--- config.mk ---
export PLATFORM = sky130hd
export DESIGN_NAME = csi_slot_if
export DESIGN_NICKNAME = d
export VERILOG_FILES = /design/src/design/csi_slot_if.v /design/src/design/csi_sync.v
export VERILOG_INCLUDE_DIRS = /design/src /design/src/design
export SDC_FILE = /design/constraint.sdc
export NUM_CORES = 1
export LEC_CHECK = 0
export BUFFER_PORTS_ARGS = -buffer_cell sky130_fd_sc_hd__clkbuf_2
export CAP_MARGIN = 20
export CORE_MARGIN = 5
export CORE_UTILIZATION = 55
export CTS_BUF_LIST = sky130_fd_sc_hd__clkbuf_4
export DETAILED_ROUTE_END_ITERATION = 12
export GPL_TIMING_DRIVEN = 0
export PLACE_DENSITY = 0.8
export SYNTH_ARGS = -nofsm -noshare
export SYNTH_HDL_FRONTEND = slang
export SYNTH_HIERARCHICAL = 1
export SYNTH_SLANG_ARGS = --single-unit
--- constraint.sdc ---
create_clock -name ref_clk_i -period 2.3 [get_ports ref_clk_i]
set_input_delay 0 -clock ref_clk_i [delete_from_list [all_inputs] [get_ports ref_clk_i]]
set_output_delay 0 -clock ref_clk_i [all_outputs]
set_load 0.005 [all_outputs]
--- src/design/csi_slot_regs.vh ---
// constants for the stereo codec slot interface
`ifndef CSI_SLOT_REGS_VH
`define CSI_SLOT_REGS_VH

// ----------------------------------------------------------------------
// frame layout
// ----------------------------------------------------------------------
`define CSI_BIT_FIRST 5'h00
`define CSI_BIT_STEP 5'h01
`define CSI_SLOT0_LAST 5'h0F
`define CSI_SLOT1_LAST 5'h1F
`define CSI_SLOT_LEFT 1'b0
`define CSI_SLOT_RIGHT 1'b1
`define CSI_PAD_ZERO 8'h00
`define CSI_WORD_ZERO 16'h0000
`define CSI_SAMPLE_RATE_HZ 32'h0000BB80

// ----------------------------------------------------------------------
// processing budgets, in core clocks of the reference processor
// ----------------------------------------------------------------------
`define CSI_LEFT_BUDGET_CORE 40'h0000000702
`define CSI_RIGHT_BUDGET_CORE 40'h000000E73E
`define CSI_CORE_FREQ_KHZ 40'h0000015000
`define CSI_REF_FREQ_KHZ 40'h0000009C40
`define CSI_LEFT_CYC ((`CSI_LEFT_BUDGET_CORE * `CSI_REF_FREQ_KHZ) / `CSI_CORE_FREQ_KHZ)
`define CSI_RIGHT_CYC ((`CSI_RIGHT_BUDGET_CORE * `CSI_REF_FREQ_KHZ) / `CSI_CORE_FREQ_KHZ)
`define CSI_CNT_ZERO 16'h0000
`define CSI_CNT_ONE 16'h0001
`define CSI_CNT_PAD 24'h000000

`endif

--- src/design/csi_slot_if.v ---
// stereo codec slot interface: two-slot network-mode serial port
// Notes on behaviour
// - the port runs in network mode with exactly two time slots per frame.
// - slot 0 of each 32-bit frame carries left, slot 1 carries right.
// - at each slot end the completed receive word is moved out and a receive event is raised.
// - at each slot end, in the same cycle as the receive event, a transmit event is raised so the next word can be supplied.
// - a transmit word is moved into the transmit shift register and shifted out serially.
// - each received 16-bit word sits in the top sixteen bits of a 24-bit word.
// - the low eight bits of that 24-bit word are zero.
// - samples received in one frame are processed in the following frame and sent out in the frame after that.
// - the left word must be supplied between frame sync rise and fall, within its budget.
// - the right word must be supplied within its budget from the end of slot 0.
`timescale 1ns/10ps
`include "csi_slot_regs.vh"
module csi_slot_if #(
   parameter [39:0] RIGHT_BUDGET_CYCLES = `CSI_RIGHT_CYC
) (
   input wire ref_clk_i,
   input wire rstn_i,
   input wire bit_clk_i,
   input wire frame_sync_i,
   input wire serial_rx_i,
   output reg serial_tx_o,
   output reg rx_valid_o,
   output reg rx_slot_o,
   output reg [23:0] rx_word_o,
   output reg tx_req_o,
   output reg tx_req_slot_o,
   input wire tx_write_i,
   input wire tx_slot_i,
   input wire [23:0] tx_word_i,
   output reg left_miss_o,
   output reg right_miss_o,
   output wire link_active_o
);

   localparam [39:0] LEFT_BUDGET_CYCLES = `CSI_LEFT_CYC;
   localparam [1:0] ST_HUNT = 2'b01;
   localparam [1:0] ST_RUN = 2'b10;

   // ----------------------------------------------------------------------
   // pin synchronisation and edge detection
   // ----------------------------------------------------------------------
   wire [2:0] pins_s;
   wire bclk_s;
   wire fs_s;
   wire rxd_s;

   csi_sync u_sync (
      .ref_clk_i(ref_clk_i),
      .rstn_i(rstn_i),
      .async_i({bit_clk_i, frame_sync_i, serial_rx_i}),
      .sync_o(pins_s)
   );

   assign bclk_s = pins_s[2];
   assign fs_s = pins_s[1];
   assign rxd_s = pins_s[0];

   reg bclk_d_reg;
   reg fs_prev_reg;
   reg [1:0] state_reg;
   reg [1:0] state_next;
   reg [4:0] bit_idx_reg;
   reg [15:0] rx_shift_reg;
   reg [15:0] tx_shift_reg;
   reg [15:0] left_buf_reg;
   reg [15:0] right_buf_reg;
   reg left_pend_reg;
   reg right_pend_reg;
   reg [15:0] left_cnt_reg;
   reg [15:0] right_cnt_reg;

   wire bclk_fall;
   wire bclk_rise;
   wire fs_start;
   wire fs_end;
   wire [4:0] cur_bit;
   wire running;
   wire slot_end;

   assign bclk_fall = bclk_d_reg & ~bclk_s;
   assign bclk_rise = ~bclk_d_reg & bclk_s;
   // frame sync is high for the whole of slot 0
   assign fs_start = bclk_fall & fs_s & ~fs_prev_reg;
   assign fs_end = bclk_fall & ~fs_s & fs_prev_reg;
   // bit position of the bit taken at this falling edge
   assign cur_bit = fs_start ? `CSI_BIT_FIRST : (bit_idx_reg + `CSI_BIT_STEP);
   assign running = (state_reg == ST_RUN) | fs_start;
   // only two slot boundaries per frame
   assign slot_end = bclk_fall & running &
                     ((cur_bit == `CSI_SLOT0_LAST) | (cur_bit == `CSI_SLOT1_LAST));
   assign link_active_o = (state_reg == ST_RUN);

   // ----------------------------------------------------------------------
   // link state
   // ----------------------------------------------------------------------
   always @* begin
      state_next = state_reg;
      case (state_reg)
         ST_HUNT: begin
            if (fs_start) begin
               state_next = ST_RUN;
            end
         end
         ST_RUN: begin
            state_next = ST_RUN;
         end
         default: begin
            state_next = ST_HUNT;
         end
      endcase
   end

   always @(posedge ref_clk_i or negedge rstn_i) begin
      if (!rstn_i) begin
         state_reg <= ST_HUNT;
         bclk_d_reg <= 1'b0;
         fs_prev_reg <= 1'b0;
         bit_idx_reg <= `CSI_SLOT1_LAST;
      end else begin
         state_reg <= state_next;
         bclk_d_reg <= bclk_s;
         if (bclk_fall) begin
            fs_prev_reg <= fs_s;
            bit_idx_reg <= cur_bit;
         end
      end
   end

   // ----------------------------------------------------------------------
   // receive path
   // ----------------------------------------------------------------------
   always @(posedge ref_clk_i or negedge rstn_i) begin
      if (!rstn_i) begin
         rx_shift_reg <= `CSI_WORD_ZERO;
         rx_valid_o <= 1'b0;
         rx_slot_o <= `CSI_SLOT_LEFT;
         rx_word_o <= {`CSI_WORD_ZERO, `CSI_PAD_ZERO};
      end else begin
         rx_valid_o <= 1'b0;
         if (bclk_fall) begin
            rx_shift_reg <= {rx_shift_reg[14:0], rxd_s};
         end
         if (slot_end) begin
            // msb first, left justified with a zero low byte
            rx_word_o <= {rx_shift_reg[14:0], rxd_s, `CSI_PAD_ZERO};
            rx_slot_o <= cur_bit[4];
            rx_valid_o <= 1'b1;
         end
      end
   end

   // ----------------------------------------------------------------------
   // transmit buffer and shifter
   // ----------------------------------------------------------------------
   always @(posedge ref_clk_i or negedge rstn_i) begin
      if (!rstn_i) begin
         left_buf_reg <= `CSI_WORD_ZERO;
         right_buf_reg <= `CSI_WORD_ZERO;
      end else if (tx_write_i) begin
         // words land in the buffer and leave at the next matching slot
         if (tx_slot_i == `CSI_SLOT_LEFT) begin
            left_buf_reg <= tx_word_i[23:8];
         end else begin
            right_buf_reg <= tx_word_i[23:8];
         end
      end
   end

   always @(posedge ref_clk_i or negedge rstn_i) begin
      if (!rstn_i) begin
         tx_shift_reg <= `CSI_WORD_ZERO;
         serial_tx_o <= 1'b0;
         tx_req_o <= 1'b0;
         tx_req_slot_o <= `CSI_SLOT_LEFT;
      end else begin
         tx_req_o <= 1'b0;
         if (slot_end) begin
            // next slot is right after bit 15, left after bit 31
            if (cur_bit == `CSI_SLOT0_LAST) begin
               tx_shift_reg <= right_buf_reg;
               tx_req_slot_o <= `CSI_SLOT_RIGHT;
            end else begin
               tx_shift_reg <= left_buf_reg;
               tx_req_slot_o <= `CSI_SLOT_LEFT;
            end
            tx_req_o <= 1'b1;
         end else if (bclk_rise & link_active_o) begin
            // drive on rise so the codec samples a settled bit
            serial_tx_o <= tx_shift_reg[15];
            tx_shift_reg <= {tx_shift_reg[14:0], 1'b0};
         end
      end
   end

   // ----------------------------------------------------------------------
   // processing deadlines
   // ----------------------------------------------------------------------
   wire left_wr;
   wire right_wr;
   wire left_over;
   wire right_over;
   wire right_arm;

   assign left_wr = tx_write_i & (tx_slot_i == `CSI_SLOT_LEFT);
   assign right_wr = tx_write_i & (tx_slot_i == `CSI_SLOT_RIGHT);
   assign left_over = left_pend_reg & (({`CSI_CNT_PAD, left_cnt_reg} >= LEFT_BUDGET_CYCLES) | fs_end);
   assign right_over = right_pend_reg & ({`CSI_CNT_PAD, right_cnt_reg} >= RIGHT_BUDGET_CYCLES);
   assign right_arm = slot_end & (cur_bit == `CSI_SLOT0_LAST);

   always @(posedge ref_clk_i or negedge rstn_i) begin
      if (!rstn_i) begin
         left_pend_reg <= 1'b0;
         left_cnt_reg <= `CSI_CNT_ZERO;
         left_miss_o <= 1'b0;
      end else begin
         left_miss_o <= 1'b0;
         if (fs_start) begin
            // a new frame arms the window; arming wins over a same-cycle write
            left_pend_reg <= 1'b1;
            left_cnt_reg <= `CSI_CNT_ZERO;
         end else if (left_over) begin
            left_pend_reg <= 1'b0;
            left_miss_o <= 1'b1;
         end else if (left_wr) begin
            left_pend_reg <= 1'b0;
         end else if (left_pend_reg) begin
            left_cnt_reg <= left_cnt_reg + `CSI_CNT_ONE;
         end
      end
   end

   always @(posedge ref_clk_i or negedge rstn_i) begin
      if (!rstn_i) begin
         right_pend_reg <= 1'b0;
         right_cnt_reg <= `CSI_CNT_ZERO;
         right_miss_o <= 1'b0;
      end else begin
         right_miss_o <= 1'b0;
         if (right_arm) begin
            right_pend_reg <= 1'b1;
            right_cnt_reg <= `CSI_CNT_ZERO;
         end else if (right_over) begin
            right_pend_reg <= 1'b0;
            right_miss_o <= 1'b1;
         end else if (right_wr) begin
            right_pend_reg <= 1'b0;
         end else if (right_pend_reg) begin
            right_cnt_reg <= right_cnt_reg + `CSI_CNT_ONE;
         end
      end
   end

endmodule

--- src/design/csi_sync.v ---
// two-stage synchroniser for the codec link pins
`timescale 1ns/10ps
module csi_sync (
   input wire ref_clk_i,
   input wire rstn_i,
   input wire [2:0] async_i,
   output wire [2:0] sync_o
);

   reg [2:0] meta_reg;
   reg [2:0] sync_reg;

   always @(posedge ref_clk_i or negedge rstn_i) begin
      if (!rstn_i) begin
         meta_reg <= 3'h0;
         sync_reg <= 3'h0;
      end else begin
         meta_reg <= async_i;
         sync_reg <= meta_reg;
      end
   end

   assign sync_o = sync_reg;

endmodule

==> results.md, run 1 <==
- Seq. cell area: 3360 um2
- Critical path class: flop to flop
- TritonCTS buffer count: 17
- Drt first-iter violations: 200
- Area of the multi-input gates: 2240 um2
- Slowest stage delay, CP: 0.58 ns
- Synth unique cells: 53
- Pins Over Slew Limit: 0
- Clock Pin Slew Worst Setup and Hold Paths: 0.11 ns
- Syn Std Cell Area: 5760 um2
- PwrDens: 766 nW/um2
- Final Setup Violations: 0
- Commonest cells after routing, fill and taps aside: 128 x dfrtp_1, 117 x nand2_1, 45 x clkbuf_2
- Worst Path Buf+Inv: 2
- Cells after synthesis: 521
- Peak supply drop: 0.338 mV
- Die width: 112 um
- Overall routed net length: 10800 um
- Synth Flop Type: dfrtp_1
- Placed cell area: 6230 um2
- Endpoints failing hold: 0
- Number of synthesis warnings: 6
- DP HPWL: 7340 um
- Vias post-DR: 4028
- Worst setup EP type: flop
- Most common cell after layout, fill and taps aside: dfrtp_1
- Gr ovfl total: 0
- CP max-delay cell: dfstp_2
- Clk_lat worst skew: 0.53 ns
- Critical Path Source Type: flop
- Share of cells above drive strength 1: 23.7%
- Final ANT Viol Nets: 0
- Fin crit share: 97.1%
- Drt drc: 0
- Async SR Flop Fraction: 100%
- Site Rows: 37
- I/O Pins: 63
- Initial Util: 56.1%
- Largest net degree at the start of global routing: 114
- Rel. slew slack: 40.7%
- Vias in the first global route: 3947
- Hold/Removal Path Class: input port to flop
- Fin util: 65.5%
- Design area: 6740 um2
- P_leak: 3.29 nW
- Syn_area_per_cell: 11.1 um2
- Initial antenna violation count: 0
- Clk Tree Root Cell: clkbuf_4
- EDFF count, synth: 0
- Req. time, crit path: 2.70 ns
- Die area: 12600 um2
- Die H: 112 um
- Gp weighted congestion: 0.781
- Clock skew: 0.0144 ns
- Pre-CTS WS: -0.0181 ns
- Ant diodes: 0
- Max Fclk: 0.448 GHz
- Via-to-Cell Ratio: 5.26
- Final worst slack: 0.0674 ns
- CTS tree: done
- Filler instances: 776
- CP top delay family: simple AND/OR/NAND/NOR gates
- Crit path cell chain: ha_2, nand3b_1, or4_1, clkbuf_4, inv_2, nor2_2, a22oi_1, o21ai_0
- Register area share after synthesis: 58.3%
- Total GRT Usage: 18.0%
- Least-Margin Pin Slew: 0.886 ns
- MaxCap Viol Count: 0
- Crit Path Max Fanout: 15
- Status: finished clean
- Pre-antenna DRT Iters: 4
- Core Area: 10300 um2
- Area growth syn-to-layout: 16.9%
- #FFs+latches synth: 134
- Crit path DAT: 2.63 ns
- CTS Sinks: 134
- Clock buffer depth: 2
- First-pass GRT wire length: 18400 um
- Avg WL per Cell: 14.1 um
- Htree depth: 4
- IO buf count: 46
- Fin crit period: 2.23 ns
- Total Nets Final: 655
-- metrics by stage --
step	TNS, ns	power (mW)	hold WS [ns]	std cells
after global routing	-0.0459	5.46	0.0143	766
after CTS	0	5.18	0.00946	764
after global placement	-93.89	3.62	0.111	710
after floorplan	0	3.41	-0.296	528
after detailed placement	-0.0181	3.70	-0.117	711
final	0	5.16	0.0344	766
-- layer usage --
metal	up-vias	part of all wire, %	track usage, %
met5	-	0	0
met1	1989	44	23.3
li1	1952	-	-
met3	14	4.7	5.28
met4	0	1.0	6.33
met2	73	50	29.3
-- worst register-to-register path, cell delays in order (launching register included) --
cell and delay (ns):
dfstp_2 0.58, ha_2 0.18, nand3b_1 0.09, or4_1 0.51, clkbuf_4 0.21, inv_2 0.08
nor2_2 0.11, a22oi_1 0.20, o21ai_0 0.14
-- where the power goes --
group / total (mW) / leakage (nW) / internal (mW) / switching (mW)
Sequential: 2.87 / 1.74 / 2.66 / 0.208
Combinational: 0.822 / 1.41 / 0.404 / 0.418
Clock: 1.47 / 0.139 / 0.659 / 0.808
Total: 5.16 / 3.29 / 3.73 / 1.43
-- Yosys cell counts (all sizes together) (2+ instances only) --
master,instances,area [um2]
nand3,5,25.0
nor4,6,37.5
inv,10,37.5
nor3b,3,22.5
a21o,2,15.0
nor2b,9,56.3
dfrtp,128,3200
and3,7,43.8
xnor2,18,158
nor4b,6,58.8
and4,2,17.5
buf,20,131
nand3b,3,22.5
or2,5,31.3
a21oi,5,25.0
dfstp,6,158
nor3,10,60.1
nand2,117,439
mux2i,21,210
mux2,33,372
nor2,31,129
ha,7,87.6
o21ai,21,105
nand4,2,12.5
o2111ai,2,17.5
a22oi,15,113
clkbuf,10,37.5
-- layout make-up --
cell class | instances | share of cell area (%)
repair buffers | 71 | 7.41
multi-input cells | 354 | 33.2
flip-flops and latches | 134 | 49.9
well taps | 136 | 2.53
clock inverters | 12 | 1.67
plain buffers | 29 | 2.51
inverters | 10 | 0.557
clock buffers | 20 | 2.23
-- worst paths after layout --
check	start	endpoint	slack, ns	cells after the start
worst min-delay path	tx_write_i	right_buf_reg[0]	0.03	3
min in group asynchronous	rstn_i	left_cnt_reg[3]	0.11	3
worst max-delay path	bit_idx_reg[0]	tx_shift_reg[1]	0.07	8
worst min register to register	u_sync/meta_reg[1]	u_sync/sync_o[1]	0.36	0
worst max register to register	bit_idx_reg[0]	tx_shift_reg[1]	0.07	8
max in group asynchronous	rstn_i	right_cnt_reg[1]	1.03	3
-- repair_timing --
| item | in CTS | in global routing |
|---|---|---|
| resized for setup | 1 | 4 |
| pin swaps | 0 | 1 |
| endpoints found under the hold margin | 163 | 0 |
| setup endpoints to repair | 4 | 25 |
| hold buffers | 21 | 0 |
| setup buffers | 0 | 3 |
-- kinds of logic (layout without fill, tap and decap cells) --
| kind of cell | Yosys count | count (layout) | share of synthesized area, % |
|---|---|---|---|
| AND/OR/NAND/NOR | 212 | 212 | 17.5 |
| XOR/XNOR | 19 | 19 | 2.89 |
| AO/OA/AOI/OAI | 54 | 54 | 6.08 |
| other | 1 | 8 | 0.0651 |
| adder cells (fa/ha/maj) | 7 | 7 | 1.52 |
| buffers and inverters | 40 | 142 | 3.58 |
| flip-flops | 134 | 134 | 58.3 |
| multiplexers | 54 | 54 | 10.1 |
No activity file was read; power rests on OpenSTA's default activity.
==> inputs of run 2 (changes only) <==
==> constraint.sdc (replaced) <==
create_clock -name ref_clk_i -period 2.3 [get_ports ref_clk_i]
set_input_delay 0.345 -clock ref_clk_i [delete_from_list [all_inputs] [get_ports ref_clk_i]]
set_output_delay 0.345 -clock ref_clk_i [all_outputs]
set_load 0.005 [all_outputs]
==> results.md, run 2 (synthesized netlist as in run 1, its figures left out) <==
- Vias in the first global route: 3912 (-0.89%)
- Avg WL per Cell: 14.2 um (+0.73%)
- Switching share of power: 27.8% (+0.039 points)
- Critical path class: flop to flop
- Slowest stage delay, CP: 0.58 ns (about the same)
- Final Setup Violations: 0 (unchanged)
- Vias post-DR: 4001 (-0.67%)
- CTS Sinks: 134 (unchanged)
- Fin crit share: 96.8% (-0.23 points)
- Comb pwr share: 15.5% (-0.4 points)
- Ant diodes: 0 (unchanged)
- Via-to-Cell Ratio: 5.34 (+1.6%)
- Final ANT Viol Nets: 0 (unchanged)
- Worst setup EP type: flop
- Clock skew: 0.0143 ns (-0.0000698 ns)
- Hold/Removal Path Class: input port to flop
- Gp weighted congestion: 0.781 (unchanged)
- IO buf count: 46 (unchanged)
- MaxCap Viol Count: 0 (unchanged)
- Fin util: 63.9% (-1.7 points)
- P_leak: 3.22 nW (-2.2%)
- CP max-delay cell: dfstp_2
- Total Nets Final: 638 (-2.6%)
- Overall routed net length: 10600 um (-1.5%)
- Net Sw Power: 1.43 mW (-0.31%)
- Max Fclk: 0.449 GHz (+0.24%)
- First-pass GRT wire length: 18200 um (-0.90%)
- Commonest cells after routing, fill and taps aside: 128 x dfrtp_1, 117 x nand2_1, 45 x clkbuf_2
- CTS tree: done
- TritonCTS buffer count: 17 (unchanged)
- Critical Path Source Type: flop
- Die width: 112 um (unchanged)
- Crit path DAT: 2.63 ns (about the same)
- Area growth syn-to-layout: 13.9%
- Total GRT Usage: 17.8% (-0.21 points)
- Clock Pin Slew Worst Setup and Hold Paths: 0.11 ns (about the same)
- Most common cell after layout, fill and taps aside: dfrtp_1
- Crit Path Max Fanout: 15 (unchanged)
- Placed cell area: 6230 um2 (unchanged)
- Htree depth: 4 (unchanged)
- Req. time, crit path: 2.70 ns (about the same)
- Clock share of power: 28.6% (+0.2 points)
- Pins Over Slew Limit: 0 (unchanged)
- Drt first-iter violations: 195 (-2.5%)
- Initial Util: 56.1% (unchanged)
- Crit path cell chain: ha_2, nand3b_1, or4_1, clkbuf_4, inv_2, nor2_2, a22oi_1, o21ai_0
- Clk_lat worst skew: 0.54 ns (about the same)
- Setup tns final: 0 ns (unchanged)
- Gr ovfl total: 0 (unchanged)
- Least-Margin Pin Slew: 0.616 ns (-0.270 ns)
- PwrDens: 782 nW/um2 (+2.1%)
- Die H: 112 um (unchanged)
- Die area: 12600 um2 (unchanged)
- Initial antenna violation count: 0 (unchanged)
- Status: finished clean
- Endpoints failing hold: 0 (unchanged)
- Core Area: 10300 um2 (unchanged)
- Pwr Total: 5.14 mW (-0.45%)
- Share of cells above drive strength 1: 24.3% (+0.66 points)
- DP HPWL: 7340 um (unchanged)
- Pre-antenna DRT Iters: 4 (unchanged)
- Internal cell power: 3.71 mW (-0.51%)
- Design area: 6570 um2 (-2.5%)
- Rel. slew slack: 58.9% (+18 points)
- Sequential share of power: 55.9% (+0.2 points)
- Clk Tree Root Cell: clkbuf_4
- Largest net degree at the start of global routing: 114 (unchanged)
- Peak supply drop: 0.339 mV (+0.32%)
- Fin Hold WS: 0.0461 ns (+0.0116 ns)
- I/O Pins: 63 (unchanged)
- Drt drc: 0 (unchanged)
- Fin crit period: 2.23 ns (-0.00525 ns)
- Clock buffer depth: 2 (unchanged)
- Site Rows: 37 (unchanged)
## run 2: cell count changes in the layout (fill, tap and decap cells not counted), sizes merged
| cell | change |
|---|---|
| dlygate4sd3 | -17 |
## run 2: timing repair
action / CTS / global route
gates resized for setup: 1 / 4
setup buffers: 0 / 3
setup endpoints to repair: 4 / 24
hold endpoints to repair: 24 / 0
hold buffers: 4 / 0
pin swaps: 0 / 1
## run 2: layer usage
| metal | wire [um] | global-route usage, % | up-vias |
|---|---|---|---|
| met1 | 4650 | 22.9 | 1975 |
| met4 | 174 | 6.57 | 0 |
| met5 | 0 | 0 | - |
| met3 | 481 | 5.18 | 24 |
| li1 | - | - | 1918 |
| met2 | 5330 | 29.0 | 84 |
## run 2: stage by stage
stage                     setup slack, ns  std cells
after floorplan                     0.265        528
after global placement              -1.09        710
after detailed placement          -0.0181        711
after CTS                         0.00536        747
after global routing              -0.0392        749
final                              0.0727        749
## run 2: cell type report
class                      instances  area [um2]
fill                             795        3710
inverter                          10        37.5
buffer                            29         169
clock inverter                    12         113
timing repair buffer              54         329
multi-input combinational        354        2240
tap                              136         170
clock buffer                      20         150
sequential                       134        3360
## run 2: power by group through the flow
stage	registers (mW)	clock network [mW]	logic [mW]
after floorplan	2.86	0	0.548
after global placement	2.89	0	0.726
after detailed placement	2.92	0	0.786
after CTS	2.87	1.49	0.798
after global routing	2.92	1.61	0.910
final	2.87	1.47	0.798
## run 2: worst max-delay path: cells and delay by family (launching register included)
kind / cells / cell delay, ns
DFF: 1 / 0.58
adders and majority gates: 1 / 0.18
and+or+nand+nor: 3 / 0.71
AOI/OAI and AO/OA: 2 / 0.34
buffers and inverters: 2 / 0.29
## run 2: worst paths after layout
check	depth (start not counted)	slack, ns	start	endpoint
min in group asynchronous	2	0.23	rstn_i	u_sync/meta_reg[2]
max in group asynchronous	3	1.31	rstn_i	tx_shift_reg[11]
hold / removal	2	0.05	tx_word_i[17]	left_buf_reg[9]
setup / recovery	8	0.07	bit_idx_reg[0]	tx_shift_reg[1]
setup reg to reg	8	0.07	bit_idx_reg[0]	tx_shift_reg[1]
hold reg to reg	0	0.36	u_sync/meta_reg[1]	u_sync/sync_o[1]
==> inputs of run 3 (changes only) <==
--- a/config.mk
+++ b/config.mk
@@ -14,6 +14,7 @@
 export DETAILED_ROUTE_END_ITERATION = 12
 export GPL_TIMING_DRIVEN = 0
 export PLACE_DENSITY = 0.8
+export RECOVER_POWER = 25
 export SYNTH_ARGS = -nofsm -noshare
 export SYNTH_HDL_FRONTEND = slang
 export SYNTH_HIERARCHICAL = 1
==> constraint.sdc (replaced) <==
create_clock -name ref_clk_i -period 2.3 [get_ports ref_clk_i]
set_input_delay 0.23 -clock ref_clk_i [delete_from_list [all_inputs] [get_ports ref_clk_i]]
set_output_delay 0.23 -clock ref_clk_i [all_outputs]
set_load 0.005 [all_outputs]
==> results.md, run 3 (synthesized netlist as in run 1, its figures left out) <==
- Status: finished clean
- Peak supply drop: 0.339 mV (-0.13%)
- Clock buffer depth: 2 (unchanged)
- Gr busiest metal: met2
- CP top delay family: simple AND/OR/NAND/NOR gates
- Share of cells above drive strength 1: 23.5% (-0.78 points)
- Clock skew: 0.0165 ns (+0.00223 ns)
- Worst setup EP type: flop
- TritonCTS buffer count: 17 (unchanged)
- Via-to-Cell Ratio: 5.27 (-1.3%)
- Pre-CTS WS: -0.0181 ns (unchanged)
- Critical Path Source Type: flop
- Drt first-iter violations: 183 (-6.2%)
- Hold endpoint: right_buf_reg[0]
- Initial Util: 56.1% (unchanged)
- Fin crit period: 2.23 ns (+0.00760 ns)
- Capturing point of the worst reg2reg path: tx_shift_reg[1]
- Req. time, crit path: 2.70 ns (about the same)
- Placed cell area: 6230 um2 (unchanged)
- Overall routed net length: 10800 um (+1.7%)
- R2r setup slk: 0.07 ns (about the same)
- GR Util met2: 29.2% (+0.28 points)
- Final worst slack: 0.0651 ns (-0.00760 ns)
- PwrDens: 768 nW/um2 (-1.9%)
- CTS Sinks: 134 (unchanged)
- IO buf count: 46 (unchanged)
- Avg WL per Cell: 14.1 um (-0.42%)
- Vias post-DR: 4032 (+0.77%)
- I/O Pins: 63 (unchanged)
- Core Area: 10300 um2 (unchanged)
- Pins Over Slew Limit: 0 (unchanged)
- Commonest cells after routing, fill and taps aside: 128 x dfrtp_1, 117 x nand2_1, 45 x clkbuf_2
- Rel. slew slack: 15.0% (-44 points)
- Die width: 112 um (unchanged)
- Hold/Removal Path Class: input port to flop
- Final ANT Viol Nets: 0 (unchanged)
- Pwr Total: 5.16 mW (+0.39%)
- Drt drc: 0 (unchanged)
- CTS tree: done
- Crit Path Max Fanout: 15 (unchanged)
- Die area: 12600 um2 (unchanged)
- Largest net degree at the start of global routing: 114 (unchanged)
- Vias in the first global route: 3945 (+0.84%)
- Most common cell after layout, fill and taps aside: dfrtp_1
- Global Route met3 Usage: 5.28% (+0.11 points)
- Initial antenna violation count: 0 (unchanged)
- P_leak: 3.28 nW (+1.9%)
- Critical path class: flop to flop
- Final Non-Filler Cells: 765 (+2.1%)
- HP Start: tx_write_i
- Gp weighted congestion: 0.781 (unchanged)
- Area growth syn-to-layout: 16.5%
- Total Nets Final: 654 (+2.5%)
- Fin Hold WS: 0.268 ns (+0.222 ns)
- Clk Tree Root Cell: clkbuf_4
- Max Fclk: 0.447 GHz (-0.34%)
- Design area: 6720 um2 (+2.3%)
- MaxCap Viol Count: 0 (unchanged)
- Fin crit share: 97.2% (+0.33 points)
- Die H: 112 um (unchanged)
- Htree depth: 4 (unchanged)
- Total GRT Usage: 18.0% (+0.22 points)
- Dpl cells: 711 (unchanged)
- Worst reg2reg path startpoint: bit_idx_reg[0]
- Clock Pin Slew Worst Setup and Hold Paths: 0.11 ns (about the same)
- Endpoints failing hold: 0 (unchanged)
- Pre-antenna DRT Iters: 4 (unchanged)
- Final Setup Violations: 0 (unchanged)
- Least-Margin Pin Slew: 1.28 ns (+0.660 ns)
- First-pass GRT wire length: 18400 um (+1.0%)
- Worst Path Buf+Inv: 2 (unchanged)
- Crit path DAT: 2.63 ns (about the same)
- Crit path cell chain: ha_2, nand3b_1, or4_1, clkbuf_4, inv_2, nor2_2, a22oi_1, o21ai_0
- DP HPWL: 7340 um (unchanged)
- Met1 global-route usage: 23.3% (+0.46 points)
- Hold Path Depth: 3 (+1)
- Site Rows: 37 (unchanged)
- Worst reg-to-reg path cell count: 8 (unchanged)
- Gr ovfl total: 0 (unchanged)
- CP max-delay cell: dfstp_2
- Clk_lat worst skew: 0.53 ns (about the same)
- Crit. Startpoint: bit_idx_reg[0]
- Ant diodes: 0 (unchanged)
- Slowest stage delay, CP: 0.58 ns (about the same)
-- run 3: cell types whose count changed in the layout (fill, tap and decap cells not counted) --
cell           before  now
dlygate4sd3_1       4   20
clkbuf_1           10   11
clkbuf_8            1    0
-- run 3: area by class of cell --
| type | instances | area (um2) |
|---|---|---|
| Fill cell | 775 | 3560 |
| Timing Repair Buffer | 70 | 479 |
| Sequential cell | 134 | 3360 |
| Multi-Input combinational cell | 354 | 2240 |
| Clock buffer | 20 | 150 |
| Buffer | 29 | 169 |
| Inverter | 10 | 37.5 |
| Tap cell | 136 | 170 |
| Clock inverter | 12 | 113 |
-- run 3: report_power, final --
part           total, mW  switching, mW  internal, mW  leakage, nW
Sequential          2.87          0.208          2.66         1.74
Clock               1.47          0.806         0.659        0.139
Combinational      0.820          0.419         0.401         1.40
Total               5.16           1.43          3.72         3.28
-- run 3: worst max path at each step --
| stage | end | cells after the start |
|---|---|---|
| after floorplan | tx_shift_reg[12] | 9 |
| after global placement | left_buf_reg[8] | 1 |
| after detailed placement | tx_shift_reg[10] | 7 |
| after CTS | right_miss_o | 7 |
| after global routing | tx_shift_reg[1] | 8 |
| final | tx_shift_reg[1] | 8 |
-- run 3: layer usage --
metal  part of all wire (%)  wire length [um]
met1                     44              4800
met2                     50              5410
met3                    4.5               485
met4                    1.1               115
met5                      0                 0
-- run 3: per-stage QoR --
stage                     TNS, ns  utilization [%]
after floorplan                 0                -
after global placement    -124.25             60.2
after detailed placement  -0.0181             60.6
after CTS                       0             65.1
after global routing      -0.0459             65.4
final                           0             65.4
-- run 3: tightest hold or removal path, cell delays in order --
cell and delay, ns:
clkbuf_2 0.09, nand2_1 0.24, mux2_2 0.21
-- run 3: repair_timing --
item / in CTS / in global routing
pin swaps: 0 / 1
resized for setup: 1 / 4
setup buffers: 0 / 3
setup endpoints to repair: 4 / 25
hold buffers: 20 / 0
hold endpoints to repair: 163 / 0
